`config.mk`:
```
export PLATFORM = sky130hd
export DESIGN_NAME = dac_serial_host
export DESIGN_NICKNAME = d
export VERILOG_FILES = /design/src/logic/dac_host_pkg.sv /design/src/logic/dac_link_if.sv /design/src/logic/sclk_divider.sv /design/src/logic/dac_serial_host.sv
export SDC_FILE = /design/constraint.sdc
export NUM_CORES = 1
export LEC_CHECK = 0
export CAP_MARGIN = 0
export CELL_PAD_IN_SITES_DETAIL_PLACEMENT = 1
export CELL_PAD_IN_SITES_GLOBAL_PLACEMENT = 2
export CORE_MARGIN = 2
export CORE_UTILIZATION = 35
export CTS_BUF_LIST = sky130_fd_sc_hd__clkbuf_2 sky130_fd_sc_hd__clkbuf_4 sky130_fd_sc_hd__clkbuf_8
export CTS_CLUSTER_SIZE = 14
export DETAILED_ROUTE_END_ITERATION = 16
export DONT_BUFFER_PORTS = 1
export PLACE_DENSITY_LB_ADDON = 0.08
export SYNTH_ARGS = -nofsm -noshare
export SYNTH_HDL_FRONTEND = slang
export SYNTH_SLANG_ARGS = --single-unit
export TNS_END_PERCENT = 100
```
`constraint.sdc`:
```
create_clock -name CLK_SYS -period 2.5 [get_ports CLK_SYS]
set_input_delay 0.25 -clock CLK_SYS [delete_from_list [all_inputs] [get_ports CLK_SYS]]
set_output_delay 0.25 -clock CLK_SYS [all_outputs]
set_load 0.005 [all_outputs]
```
`src/logic/dac_host_pkg.sv`:
```
package dac_host_pkg;
  // ****************************************
  // Word and link geometry
  // ****************************************
  localparam int WORD_BITS = 16;
  localparam int BYTE_BITS = 8;
  localparam int DEV_SEL_BITS = 2;
  localparam int NUM_DEVS = 4;
  // ****************************************
  // Timing
  // ****************************************
  localparam int SYS_CLK_MHZ = 25;
  localparam int SCLK_HALF_NS = 160;
  localparam int SCLK_HALF_CYC = (SCLK_HALF_NS * SYS_CLK_MHZ + 999) / 1000;
  localparam int GAP_NS = 80;
  localparam int GAP_CYC = (GAP_NS * SYS_CLK_MHZ + 999) / 1000;
  localparam int DIV_BITS = 8;
  localparam logic [3:0] SEL_IDLE = 4'hf;
endpackage : dac_host_pkg

```
`src/logic/dac_link_if.sv`:
```
`timescale 1ns/100ps
interface dac_link_if;
  logic sclk;
  logic sdata;
  logic rise_tick;
  logic fall_tick;
  logic run;
  modport gen (input run, output sclk, output rise_tick, output fall_tick);
  modport ctl (output run, input sclk, input rise_tick, input fall_tick, output sdata);
endinterface : dac_link_if

```
`src/logic/sclk_divider.sv`:
```
`timescale 1ns/100ps
module sclk_divider
  import dac_host_pkg::*;
(
  input wire logic clk, // System clock
  input wire logic rst_n, // Async reset, active low
  dac_link_if.gen link // Clock and edge ticks
);
  logic [DIV_BITS-1:0] cnt;

  // Half-period counter; clock idles low when not running
  always_ff @(posedge clk or negedge rst_n) begin
    if (!rst_n) begin
      cnt <= '0;
      link.sclk <= 1'b0;
      link.rise_tick <= 1'b0;
      link.fall_tick <= 1'b0;
    end else if (!link.run) begin
      cnt <= '0;
      link.sclk <= 1'b0;
      link.rise_tick <= 1'b0;
      link.fall_tick <= 1'b0;
    end else if (cnt == DIV_BITS'(SCLK_HALF_CYC - 1)) begin
      cnt <= '0;
      link.sclk <= ~link.sclk;
      link.rise_tick <= ~link.sclk;
      link.fall_tick <= link.sclk;
    end else begin
      cnt <= cnt + 1'b1;
      link.rise_tick <= 1'b0;
      link.fall_tick <= 1'b0;
    end
  end
endmodule : sclk_divider

```
`src/logic/dac_serial_host.sv`:
```
`timescale 1ns/100ps
// Summary of operation
// - Host makes its own clock, active-low frame, 16-bit word, starts on load.
// - Host changes data on rising edge so it is stable at falling edge.
// - Clock idles low (polarity 0), data valid at falling edge (phase 1).
// - Frame select goes low before any data is sent.
// - Frame stays low between the two byte transfers of one word.
// - Frame rises after the second byte is fully sent, or early on an abort.
// - Word is sent most significant bit first, LSB-first input reversed.
// - Clock is driven so its falling edge is the device sampling point.
// - Only one of four device frame selects is low, via 2-to-4 decode.
// - Decoder enable inactive while the address changes.
module dac_serial_host
  import dac_host_pkg::*;
(
  input wire logic CLK_SYS, // System clock, 25 MHz
  input wire logic RST_N, // Async reset, active low
  input wire logic WR_VALID, // Word request
  input wire logic [WORD_BITS-1:0] WR_DATA, // Word to send
  input wire logic [DEV_SEL_BITS-1:0] WR_DEV, // Target device
  input wire logic WR_LSB_FIRST, // Data given LSB first
  input wire logic WR_ABORT, // Drop the frame early
  output logic WR_READY, // Idle, request accepted
  output logic WR_DONE, // One-cycle pulse per word end, none after an abort
  output logic SCLK, // Serial clock to devices
  output logic SDIN, // Serial data to devices
  output logic [NUM_DEVS-1:0] SYNC_N // Per-device frame select
);
  // ****************************************
  // State and storage
  // ****************************************
  typedef enum {S_IDLE, S_ADDR, S_FRAME, S_SHIFT, S_GAP, S_END} state_t;
  state_t state;
  logic [WORD_BITS-1:0] shreg;
  logic [DEV_SEL_BITS-1:0] dev;
  logic [4:0] bits_left;
  logic [7:0] wait_cnt;
  logic dec_enable;
  logic shreg_cnt_second;
  logic first_rise;
  logic abort_seen;
  dac_link_if link();

  // Reverse bit order of a word
  function automatic logic [WORD_BITS-1:0] reverse_bits(input logic [WORD_BITS-1:0] w);
    logic [WORD_BITS-1:0] r;
    r = '0;
    for (int i = 0; i < WORD_BITS; i++) begin
      r[i] = w[WORD_BITS-1-i];
    end
    return r;
  endfunction : reverse_bits

  // 2-to-4 decode with active-high enable, outputs active low
  function automatic logic [NUM_DEVS-1:0] decode_sel(input logic en, input logic [DEV_SEL_BITS-1:0] a);
    logic [NUM_DEVS-1:0] s;
    s = SEL_IDLE;
    if (en) begin
      s[a] = 1'b0;
    end
    return s;
  endfunction : decode_sel

  // ****************************************
  // Serial clock generator
  // ****************************************
  sclk_divider u_div (
    .clk(CLK_SYS),
    .rst_n(RST_N),
    .link(link.gen)
  );

  // Clock runs only while bits are shifted; idles low
  assign link.run = (state == S_SHIFT);

  // Top of the shift register is the bit on the line, MSB of the word first
  assign link.sdata = shreg[WORD_BITS-1];

  // ****************************************
  // Frame sequencer
  // ****************************************
  // Byte-wise framing keeps frame low across the gap between bytes
  // Wait states before the frame and before the clock give the decoder address
  // and the frame select time to settle; the cost is a few idle cycles per word
  always_ff @(posedge CLK_SYS or negedge RST_N) begin
    if (!RST_N) begin
      state <= S_IDLE;
      shreg <= '0;
      dev <= '0;
      bits_left <= '0;
      wait_cnt <= '0;
      dec_enable <= 1'b0;
      WR_DONE <= 1'b0;
    end else begin
      WR_DONE <= 1'b0;
      case (state)
        S_IDLE: begin
          // Word is frozen here; later changes on the request pins are ignored
          if (WR_VALID) begin
            shreg <= WR_LSB_FIRST ? reverse_bits(WR_DATA) : WR_DATA;
            dev <= WR_DEV; // Address moves while enable is low
            wait_cnt <= 8'(GAP_CYC);
            state <= S_ADDR;
          end
        end
        S_ADDR: begin
          // Address settles before enable rises
          if (wait_cnt == 8'h00) begin
            dec_enable <= 1'b1; // Frame falls before any clock
            wait_cnt <= 8'(GAP_CYC);
            state <= S_FRAME;
          end else begin
            wait_cnt <= wait_cnt - 1'b1;
          end
        end
        S_FRAME: begin
          if (wait_cnt == 8'h00) begin
            bits_left <= 5'(BYTE_BITS);
            state <= S_SHIFT;
          end else begin
            wait_cnt <= wait_cnt - 1'b1;
          end
        end
        S_SHIFT: begin
          // Abort first, so no further bit follows a drop request
          // Limitation: an abort on the very last fall still leaves a full word
          if (WR_ABORT) begin
            state <= S_END; // Early frame rise, device discards
          end else if (link.fall_tick) begin
            // Device samples here next bit moves at rising edge
            if (bits_left == 5'h01) begin
              wait_cnt <= 8'(GAP_CYC);
              state <= (shreg_cnt_second) ? S_END : S_GAP;
            end
            bits_left <= bits_left - 1'b1;
          end else if (link.rise_tick && !first_rise) begin
            shreg <= {shreg[WORD_BITS-2:0], 1'b0}; // MSB first
          end
        end
        S_GAP: begin
          // Frame held low between the two bytes
          if (wait_cnt == 8'h00) begin
            bits_left <= 5'(BYTE_BITS);
            state <= S_SHIFT;
          end else begin
            wait_cnt <= wait_cnt - 1'b1;
          end
        end
        S_END: begin
          // Frame rises after the last falling edge, then idle
          dec_enable <= 1'b0;
          WR_DONE <= !abort_seen;
          state <= S_IDLE;
        end
        default: state <= S_IDLE;
      endcase
    end
  end

  // ****************************************
  // Byte and first-edge tracking
  // ****************************************
  // Which byte is in flight; first rise of the word keeps the MSB on the line
  // First-rise flag set only in idle, so the second byte goes on shifting on every rise
  always_ff @(posedge CLK_SYS or negedge RST_N) begin
    if (!RST_N) begin
      shreg_cnt_second <= 1'b0;
      first_rise <= 1'b0;
      abort_seen <= 1'b0;
    end else if (state == S_IDLE) begin
      shreg_cnt_second <= 1'b0;
      first_rise <= 1'b1;
      abort_seen <= 1'b0;
    end else if (state == S_SHIFT) begin
      if (WR_ABORT) begin
        abort_seen <= 1'b1;
      end
      if (link.rise_tick) begin
        first_rise <= 1'b0;
      end
      if (link.fall_tick && bits_left == 5'h01) begin
        shreg_cnt_second <= 1'b1;
      end
    end
  end

  // ****************************************
  // Registered pins
  // ****************************************
  // Pins mirror internal state one cycle later so all outputs are flops
  always_ff @(posedge CLK_SYS or negedge RST_N) begin
    if (!RST_N) begin
      SCLK <= 1'b0;
      SDIN <= 1'b0;
    end else begin
      SCLK <= link.sclk;
      SDIN <= link.sdata; // Same delay as the clock keeps the phase
    end
  end

  // Frame selects from flopped enable and address, so the decode cannot glitch
  always_ff @(posedge CLK_SYS or negedge RST_N) begin
    if (!RST_N) begin
      SYNC_N <= SEL_IDLE;
    end else begin
      SYNC_N <= decode_sel(dec_enable, dev); // One device at a time
    end
  end

  // Ready drops on the edge that takes a request, the same edge on which the state leaves idle
  always_ff @(posedge CLK_SYS or negedge RST_N) begin
    if (!RST_N) begin
      WR_READY <= 1'b0;
    end else begin
      WR_READY <= (state == S_IDLE) && !WR_VALID;
    end
  end
endmodule : dac_serial_host

```
==> results of run 1 <==
[per-layer routing]
layer | vias up | share of wire, %
met1 | 1011 | 50
met4 | 0 | 1.7
met5 | - | 0
li1 | 1023 | -
met2 | 31 | 44
met3 | 8 | 4.4
[worst max-delay path: cells and delay by family (launching register included)]
family                     cells  cell delay, ns
DFF                            1            0.37
and+or+nand+nor                2            0.28
buffers and inverters          2            0.25
adders and majority gates      1            0.20
AOI/OAI and AO/OA              2            1.09
[final cells by class]
class,count,area (um2)
multi-input combinational,203,1340
clock buffer,10,131
tap,105,131
clock inverter,6,82.6
fill,915,4820
inverter,16,60.1
timing repair buffer,9,92.6
sequential,57,1430
[power by group through the flow]
stage / Clock (W) / Combinational, W / Sequential (W)
2_1_floorplan: 0 / 0.000986 / 0.00137
3_3_place_gp: 0 / 0.00119 / 0.00143
3_5_place_dp: 0 / 0.00120 / 0.00144
4_1_cts: 0.000980 / 0.00123 / 0.00142
5_1_grt: 0.00102 / 0.00139 / 0.00147
6_report: 0.000938 / 0.00121 / 0.00142
[stage by stage]
step                area, um2  setup slack [ns]  hold WS [ns]  cells
CTS                      3270             0.219        0.0471    406
detailed placement       3010             0.236       -0.0440    387
global placement         3010             0.323       -0.0439    387
finish                   3270             0.213        0.0670    406
floorplan                2890             0.436       -0.0456    288
global route             3270            0.0544        0.0490    406
[registers in the layout, indices dropped and copies added, names as in the netlist, 2 cells and up]
name	count
state	3
wait_cnt	8
u_div.cnt	8
dev	2
SYNC_N	4
shreg	16
bits_left	5
[synthesized netlist by cell type, types with 2 or more instances]
cell,instances,area (um2)
xnor2_1,4,35.0
mux2i_1,16,160
nor4b_1,2,17.5
and3_1,2,12.5
o22ai_1,5,31.3
nand2_1,32,120
o21ai_0,26,130
nand3b_1,3,22.5
a21oi_1,12,60.1
nor2_1,22,82.6
xor2_1,7,61.3
mux2_2,18,203
nor3_1,9,45.0
clkbuf_1,9,33.8
ha_1,5,62.6
inv_1,15,56.3
dfrtp_1,53,1330
dfstp_2,4,105
nand3_1,13,65.1
nor4_1,3,18.8
a31oi_1,3,18.8
or3_1,5,31.3
[worst paths after layout]
path                              from           to  slack, ns  cells after the start
hold / removal               WR_DEV[0]       dev[0]       0.07                      1
hold reg to reg              shreg[15]         SDIN       0.38                      0
min in group asynchronous        RST_N         SDIN       0.44                      2
setup reg to reg           wait_cnt[0]  wait_cnt[6]       0.21                      7
setup / recovery           wait_cnt[0]  wait_cnt[6]       0.21                      7
max in group asynchronous        RST_N    SYNC_N[2]       1.74                      2
[cell families after synthesis]
logic type	after synthesis
buffers and inverters	28
XOR/XNOR	11
flip-flops	57
AO/OA/AOI/OAI	53
AND/OR/NAND/NOR	100
adder cells (fa/ha/maj)	5
multiplexers	34
[repair_timing]
action,CTS,global route
hold endpoints to repair,58,0
hold buffers,3,0
buffers inserted,0,0
==> summary.md, run 1 <==
| Metric | Value |
|---|---|
| Drc violations | `0` |
| Leakage | `1.39 nW` |
| Routability cong. | `0.732` |
| Period utilization | `91.5%` |
| First-pass GRT wire length | `10500 um` |
| Met1 usage | `20.5%` |
| Post-synthesis sequential area ratio | `49.5%` |
| CP peak stage delay | `0.80 ns` |
| Seq pwr share | `39.8%` |
| Headroom to the max-slew limit | `32.1%` |
| Clock buffer depth | `2` |
| Number of global-route vias before repair | `2209` |
| Pint | `0.00234 W` |
| Core Util, Final | `40.4%` |
| Top FF cell, synth | `dfrtp_1` |
| Number of H-tree levels | `3` |
| Die W | `94.9 um` |
| CTS tree | `yes` |
| Layout cell share with drive strength beyond 1 | `16.9%` |
| Cells after synthesis | `288` |
| DRT Pass-1 Iters | `4` |
| Pwr Density | `1090 nW/um2` |
| CORE AREA | `8090 um2` |
| Number of buffers created by CTS | `9` |
| Main combinational cell family by area after synthesis | `simple AND/OR/NAND/NOR gates` |
| Routing usage on met2 | `23.0%` |
| Via/cell ratio | `5.11` |
| Worst path cell trace | `inv_1 > ha_1 > or4b_2 > nor2_1 > o41ai_2 > inv_1 > o311ai_4` |
| Crit path required time | `2.73 ns` |
| Gr usage total | `15.2%` |
| Final Hold Fails | `0` |
| Reg clk slew, reported paths | `0.07 ns` |
| Pin count of the biggest net entering global routing | `58` |
| Vias | `2073` |
| DP Wirelength | `4110 um` |
| Met3 usage | `4.79%` |
| Synth async-reset ratio | `100%` |
| Period minus WS final | `2.29 ns` |
| Post-synthesis mux area share | `12.6%` |
| Switching share of power | `34.5%` |
| Syn Nets | `316` |
| RSZ-0062 raised after global routing | `no` |
| CP max-delay cell | `o41ai_2` |
| Setup Crit Path Kind | `reg -> reg` |
| Slew at the pin closest to its max-slew limit | `1.01 ns` |
| Peak supply drop | `0.389 mV` |
| DIE HEIGHT | `94.9 um` |
| Post-Synth Adder-Cell Area | `2.17%` |
| Crit-path most repeated cell | `inv_1` |
| Number of enable flip-flop cells after synthesis | `0` |
| Total die area | `9000 um2` |
| Total power | `0.00357 W` |
| Pins Over Slew Limit | `0` |
| I/O pin cnt | `31` |
| Critical Path Fanout Max | `9` |
| Synth unique cells | `42` |
| Ant. Diodes | `0` |
| Core Rows | `33` |
| Clk pwr share | `26.3%` |
| Setup crit end kind | `flip-flop` |
| Most Crowded Layer GR | `met2` |
| Post-Route Setup TNS | `0 ns` |
| Setup-failing EPs final | `0` |
| Post-Synth Simple-Gate Area | `17.3%` |
| Starting Density | `35.7%` |
| Port bufs | `0` |
| Post-layout nets | `324` |
| Critical Path AT | `2.52 ns` |
| Comb pwr share | `34.0%` |
| Ys Warns | `0` |
| Number of nets still failing antenna checks after routing | `0` |
| Status | `completed` |
| Total grt overflow | `0` |
| DR WL/cell | `14.8 um` |
| Yosys reg bits | `57` |
| Hold Crit Class | `in -> reg` |
| Clock Skew | `0.00969 ns` |
| Avg Inst Size Synth | `10.0 um2` |
| Compound-cell area share of the yosys netlist | `11.1%` |
| Layout area overhead | `13.3%` |
| Skew-Pair Late Insertion Delay | `0.33 ns` |
| Most frequent cells in the layout | `53 x dfrtp_1, 32 x nand2_1, 26 x o21ai_0` |
| Sink Count | `57` |
| Clock Tree Root | `clkbuf_8` |
| Critical path startpoint category | `flip-flop` |
| Post-CTS resize count | `0` |
| Synth Area in XOR/XNOR | `3.33%` |
| Switching power total | `0.00123 W` |
| WL final | `6000 um` |
| MaxCap Viol Count | `0` |
| 1st-iter DRT viols | `48` |
| Antenna violations before repair | `0` |
| Mapped cell area | `2890 um2` |
| Most common cell after layout, fill and taps aside | `dfrtp_1` |
| Fmax | `0.437 GHz` |
No activity file was read; power rests on OpenSTA's default activity.
==> inputs of run 2 (changes only) <==
--- a/config.mk
+++ b/config.mk
@@ -14,8 +14,10 @@
 export CTS_CLUSTER_SIZE = 14
 export DETAILED_ROUTE_END_ITERATION = 16
 export DONT_BUFFER_PORTS = 1
+export HOLD_SLACK_MARGIN = 0.12
 export PLACE_DENSITY_LB_ADDON = 0.08
 export SYNTH_ARGS = -nofsm -noshare
 export SYNTH_HDL_FRONTEND = slang
+export SYNTH_HIERARCHICAL = 1
 export SYNTH_SLANG_ARGS = --single-unit
 export TNS_END_PERCENT = 100
==> summary.md, run 2 <==
| Metric | Value |
|---|---|
| Status | `completed` |
| Headroom to the max-slew limit | `61.8%` |
| CTS tree | `yes` |
| Hold Buf Count CTS | `6` |
| 1st-iter DRT viols | `82` |
| Drc violations | `0` |
| R2R Path Start | `state[0]` |
| Peak supply drop | `0.345 mV` |
| Critical Path AT | `2.32 ns` |
| Critical Path Start | `state[0]` |
| Commonest cells in the synthesized netlist | `53 x dfrtp_1, 34 x o21ai_0, 28 x nand2_1` |
| CP max-delay cell | `dfrtp_1` |
| Yosys top cell area share | `45.4%` |
| DRT Pass-1 Iters | `4` |
| Antenna violations before repair | `0` |
| RSZ-0062 raised after global routing | `no` |
| Port bufs | `0` |
| Clock Skew | `0.00892 ns` |
| Synth unique cells | `51` |
| Top FF cell, synth | `dfrtp_1` |
| Hold Crit Start | `WR_VALID` |
| Reg clk slew, reported paths | `0.06 ns` |
| Top post-synthesis cells by area | `dfrtp_1 45%, mux2_2 6.5%, mux2i_1 5.8%` |
| CP peak stage delay | `0.70 ns` |
| Top Registers | `shreg x16, u_div/cnt x8, wait_cnt x8` |
| Number of nets still failing antenna checks after routing | `0` |
| Pwr Density | `1150 nW/um2` |
| Starting Density | `35.8%` |
| Period minus WS final | `2.05 ns` |
| PnR worst setup slack | `0.446 ns` |
| Largest register FFs | `16` |
| Total grt overflow | `0` |
| Post-Route Setup TNS | `0 ns` |
| WL final | `6400 um` |
| Most frequent cells in the layout | `53 x dfrtp_1, 34 x o21ai_0, 28 x nand2_1` |
| Leakage | `1.40 nW` |
| Post-CTS resize count | `0` |
| Cell taking the most area after synthesis | `dfrtp_1` |
| R2R depth | `5` |
| Core Rows | `33` |
| Biggest register | `shreg` |
| Critical Path Fanout Max | `18` |
| Critical path startpoint category | `flip-flop` |
| Crit path required time | `2.76 ns` |
| Vias | `2110` |
| Most frequent cell after synthesis | `dfrtp_1` |
| Yosys reg bits | `57` |
| DR WL/cell | `15.8 um` |
| Number of enable flip-flop cells after synthesis | `0` |
| FILL cells | `923` |
| Avg Inst Size Synth | `10.3 um2` |
| Worst path cell trace | `nor2_1 > a21oi_2 > o221ai_1 > or4b_1 > nand3_1` |
| Most common cell after layout, fill and taps aside | `dfrtp_1` |
| Fmax | `0.487 GHz` |
| Ys Warns | `6` |
| Final Hold Fails | `0` |
| Post-CTS setup buffers | `0` |
| Routability cong. | `0.739` |
| Sink Count | `57` |
| Number of H-tree levels | `3` |
| Number of buffers created by CTS | `9` |
| Core Util, Final | `40.2%` |
| Hold Crit Class | `in -> reg` |
| MaxCap Viol Count | `0` |
| Number of global-route vias before repair | `2157` |
| Reg-to-reg slack, setup | `0.45 ns` |
| Setup crit end kind | `flip-flop` |
| Pin count of the biggest net entering global routing | `58` |
| Setup WS pre-CTS | `0.466 ns` |
| First-pass GRT wire length | `10600 um` |
| Syn Nets | `312` |
| DP Wirelength | `4330 um` |
| Die W | `95.4 um` |
| Via/cell ratio | `5.22` |
| Period utilization | `82.2%` |
| CORE AREA | `8180 um2` |
| DIE HEIGHT | `95.4 um` |
| Total die area | `9100 um2` |
| Mapped cell area | `2920 um2` |
| Slew at the pin closest to its max-slew limit | `0.574 ns` |
| Synth async-reset ratio | `100%` |
| Clock buffer depth | `2` |
| Post-layout nets | `324` |
| Pins Over Slew Limit | `0` |
| Cells after synthesis | `283` |
| I/O pin cnt | `31` |
| Setup Crit Path Kind | `reg -> reg` |
| Layout cell share with drive strength beyond 1 | `17.1%` |
| Post-synthesis sequential area ratio | `49.0%` |
| Ant. Diodes | `0` |
| Hold depth | `2` |
| Setup-failing EPs final | `0` |
| Layout area overhead | `12.5%` |
| Total power | `0.00378 W` |
| Gr usage total | `15.5%` |
| Clock Tree Root | `clkbuf_8` |
| Skew-Pair Late Insertion Delay | `0.33 ns` |
==> run 2: per-stage QoR <==
stage          std cells  hold WS [ns]  area, um2
4_1_cts              404         0.187       3290
2_1_floorplan        283       -0.0456       2920
6_report             404         0.206       3290
3_5_place_dp         383       -0.0439       3040
5_1_grt              404         0.191       3290
3_3_place_gp         383       -0.0444       3040
==> run 2: path summary, 6_finish.rpt <==
| kind | endpoint |
|---|---|
| min reg2reg | SDIN |
| max reg2reg | wait_cnt[4] |
| max in group asynchronous | SYNC_N[0] |
| min | shreg[0] |
| max | wait_cnt[4] |
| min in group asynchronous | shreg[8] |
==> run 2: critical path, delay by kind of cell, from the launching register on <==
kind,cells,cell delay [ns]
DFF,1,0.70
AOI/OAI and AO/OA,2,0.51
and+or+nand+nor,3,0.78
==> run 2: cell families after synthesis <==
kind of cell | share of synthesized area [%]
AOI/OAI and AO/OA | 13.5
and+or+nand+nor | 16.6
adders and majority gates | 2.57
xor gates and xnor gates | 1.80
buffers and inverters | 3.81
DFF | 49.0
muxes | 12.8
==> run 2: layout make-up <==
cell class | instances | area, um2 | share of cell area, %
Inverter | 13 | 48.8 | 1.48
Multi-Input combinational cell | 202 | 1380 | 42.0
Tap cell | 105 | 131 | 4.00
Timing Repair Buffer | 12 | 123 | 3.73
Sequential cell | 57 | 1430 | 43.5
Clock buffer | 14 | 168 | 5.10
Clock inverter | 1 | 5.00 | 0.152
==> run 2: power by group <==
part	leakage (nW)	internal, W	total, W	switching [W]
combinational	0.592	0.000665	0.00143	0.000767
sequential	0.718	0.00125	0.00158	0.000330
clock	0.0942	0.000425	0.000769	0.000344
==> run 2: routing by layer <==
layer	vias up	wire, um	part of all wire (%)	track usage [%]
met5	-	0	0	0
met1	1034	2980	47	19.7
met3	10	266	4.2	3.56
met4	0	130	2.0	7.50
li1	1038	-	-	-
met2	28	3020	47	24.9
==> inputs of run 3 (changes only) <==
--- a/config.mk
+++ b/config.mk
@@ -5,6 +5,7 @@
 export SDC_FILE = /design/constraint.sdc
 export NUM_CORES = 1
 export LEC_CHECK = 0
+export ABC_AREA = 1
 export CAP_MARGIN = 0
 export CELL_PAD_IN_SITES_DETAIL_PLACEMENT = 1
 export CELL_PAD_IN_SITES_GLOBAL_PLACEMENT = 2
==> constraint.sdc (replaced) <==
create_clock -name CLK_SYS -period 1.9 [get_ports CLK_SYS]
set_input_delay 0.19 -clock CLK_SYS [delete_from_list [all_inputs] [get_ports CLK_SYS]]
set_output_delay 0.19 -clock CLK_SYS [all_outputs]
set_load 0.005 [all_outputs]
==> summary.md, run 3 <==
| Metric | Value |
|---|---|
| CTS tree | `yes` |
| Yosys top cell area share | `41.7%` |
| Clock buffer depth | `2` |
| DRT Pass-1 Iters | `4` |
| Post-synthesis sequential area ratio | `45.1%` |
| Via/cell ratio | `4.93` |
| Number of nets still failing antenna checks after routing | `0` |
| Core Rows | `34` |
| Most frequent cell after synthesis | `nand2_1` |
| Pint | `0.00336 W` |
| R2R Path Start | `state[1]` |
| Setup crit end kind | `flip-flop` |
| Total grt overflow | `0` |
| Vias | `2583` |
| Post-synthesis mux area share | `4.73%` |
| Sink Count | `57` |
| Synth Area in XOR/XNOR | `2.48%` |
| Syn Nets | `420` |
| Detail Route met3 WL | `241 um` |
| Hold depth | `3` |
| Seq pwr share | `32.8%` |
| Total die area | `9850 um2` |
| Avg Inst Size Synth | `8.12 um2` |
| Most frequent cells in the layout | `103 x nand2_1, 52 x dfrtp_1, 40 x nor2_1` |
| Cells after synthesis | `391` |
| Synth async-reset ratio | `100%` |
| Drc violations | `0` |
| Number of H-tree levels | `3` |
| Leakage | `1.83 nW` |
| Number of global-route vias before repair | `2735` |
| Post-Synth Simple-Gate Area | `26.5%` |
| Switching power total | `0.00250 W` |
| Period utilization | `92.6%` |
| Post-layout nets | `440` |
| Crit-path most repeated cell | `nand2_2` |
| Top routing layer in use | `met4` |
| Main combinational cell family by area after synthesis | `simple AND/OR/NAND/NOR gates` |
| Status | `completed` |
| Top post-synthesis cells by area | `dfrtp_1 42%, nand2_1 12%, nor2_1 4.8%` |
| Routability cong. | `0.745` |
| Pwr Density | `1600 nW/um2` |
| Top Registers | `shreg x16, u_div/cnt x8, wait_cnt x8` |
| Ant. Diodes | `0` |
| Die W | `99.3 um` |
| Layout cell share with drive strength beyond 1 | `15.6%` |
| Pins Over Slew Limit | `0` |
| Setup-failing EPs final | `0` |
| Reg-to-reg slack, setup | `0.14 ns` |
| WL final | `7650 um` |
| Fmax | `0.568 GHz` |
| Starting Density | `36.3%` |
| DP Wirelength | `5450 um` |
| Skew-Pair Late Insertion Delay | `0.34 ns` |
| Largest register FFs | `16` |
| Setup Crit Path Kind | `reg -> reg` |
| Gr usage total | `17.2%` |
| Met2 WL | `3840 um` |
| Top FF cell, synth | `dfrtp_1` |
| 1st-iter DRT viols | `61` |
| Port bufs | `0` |
| Hold Crit Start | `WR_LSB_FIRST` |
| Most common cell after layout, fill and taps aside | `nand2_1` |
| Ys Warns | `6` |
| Yosys reg bits | `57` |
| Critical path startpoint category | `flip-flop` |
| Reg clk slew, reported paths | `0.06 ns` |
| Antenna violations before repair | `0` |
| Layout area overhead | `15.1%` |
| Peak supply drop | `0.514 mV` |
| Comb pwr share | `47.2%` |
| MaxCap Viol Count | `0` |
| CP max-delay cell | `dlygate4sd3_1` |
| First-pass GRT wire length | `13400 um` |
| Clock Skew | `0.00781 ns` |
| Period minus WS final | `1.76 ns` |
| CORE AREA | `8760 um2` |
| Synth unique cells | `31` |
| Cell taking the most area after synthesis | `dfrtp_1` |
| DR WL/cell | `14.6 um` |
| Clock Tree Root | `clkbuf_8` |
| Critical Path AT | `1.98 ns` |
| Pin count of the biggest net entering global routing | `58` |
| Total power | `0.00586 W` |
| Clk pwr share | `20.0%` |
| Worst path cell trace | `inv_1 > nand2_2 > nor2_4 > nand2_2 > nor2_1 > dlygate4sd3_1 > a21oi_1` |
| Switching share of power | `42.7%` |
| Headroom to the max-slew limit | `74.6%` |
| Worst Hold End | `shreg[13]` |
| Final Hold Fails | `0` |
| Mapped cell area | `3180 um2` |
| DRT met1 WL | `3480 um` |
| Crit path required time | `2.12 ns` |
| DIE HEIGHT | `99.3 um` |
| Hold Crit Class | `in -> reg` |
| R2R depth | `7` |
| CP peak stage delay | `0.58 ns` |
| I/O pin cnt | `31` |
| Post-Route Setup TNS | `0 ns` |
| Number of buffers created by CTS | `9` |
| Number of enable flip-flop cells after synthesis | `0` |
| Commonest cells in the synthesized netlist | `104 x nand2_1, 53 x dfrtp_1, 41 x nor2_1` |
| Post-Synth Adder-Cell Area | `2.36%` |
| R2R Path End | `dev[1]` |
| Critical Path Fanout Max | `5` |
| Slew at the pin closest to its max-slew limit | `0.380 ns` |
| Compound-cell area share of the yosys netlist | `11.5%` |
| Biggest register | `shreg` |
[run 3: cell types whose count changed after synthesis, moves of 5 or more]
cell / change
nand2_1: +76
inv_1: +26
nor2_1: +23
nand3_1: +19
mux2_2: -17
o21ai_2: +16
o21ai_0: -12
o21ai_1: +7
or3_1: -7
nand4_1: +6
buf_2: -5
nor4_1: -5
[run 3: final cells by class]
type                    instances  area (um2)
repair buffers                 17         195
well taps                     108         135
fillers                      1061        5110
flip-flops and latches         57        1430
clock buffers                  13         160
multi-input cells             282        1520
clock inverters                 3        40.0
inverters                      44         171
[run 3: worst max-delay path by stage]
stage           endpoint  slack (ns)  startpoint
2_1_floorplan  shreg[11]        0.46    state[2]
3_3_place_gp   shreg[11]        0.12    state[1]
3_5_place_dp   shreg[15]        0.14    state[1]
4_1_cts        shreg[12]        0.11    state[1]
5_1_grt           dev[1]      -0.004    state[1]
6_report          dev[1]        0.14    state[1]
[run 3: critical path: cells and delay by family (launching register included)]
kind	cells	cell delay (ns)
buffers and inverters	2	0.70
and+or+nand+nor	4	0.47
DFF	1	0.42
AOI/OAI and AO/OA	1	0.05
[run 3: cell families (layout without fill, tap and decap cells)]
family          count (synthesis)  in the layout
fa+ha+maj                       6              6
simple gates                  194            194
buf+inv                        52             77
flops                          57             57
mux                            15             15
compound gates                 58             58
xor+xnor                        9              9
[run 3: metrics by stage]
step	cell area (um2)	instances	hold slack, ns	utilization, %	worst slack [ns]
after floorplan	3180	391	-0.106	-	0.461
after global placement	3330	498	-0.104	37.9	0.120
after detailed placement	3330	498	-0.104	37.9	0.139
after CTS	3640	524	0.158	41.6	0.114
after global routing	3660	524	0.174	41.7	-0.00384
final	3660	524	0.167	41.7	0.141
[run 3: metal layers]
layer	vias to the layer above	global-route usage (%)
met5	-	0
met4	0	5.37
met3	7	4.36
met2	28	29.2
met1	1245	21.5
li1	1303	-
[run 3: power groups by stage]
| stage | registers (W) | clock network (W) | logic (W) |
|---|---|---|---|
| finish | 0.00192 | 0.00117 | 0.00276 |
| global route | 0.00197 | 0.00127 | 0.00318 |
| CTS | 0.00192 | 0.00122 | 0.00280 |
| detailed placement | 0.00194 | 0 | 0.00272 |
| global placement | 0.00194 | 0 | 0.00266 |
| floorplan | 0.00186 | 0 | 0.00211 |
[run 3: repair_timing]
item,in CTS,in global routing
hold buffers,10,0
setup endpoints to repair,0,23
endpoints found under the hold margin,62,0
resized for setup,0,5
buffers inserted,0,0
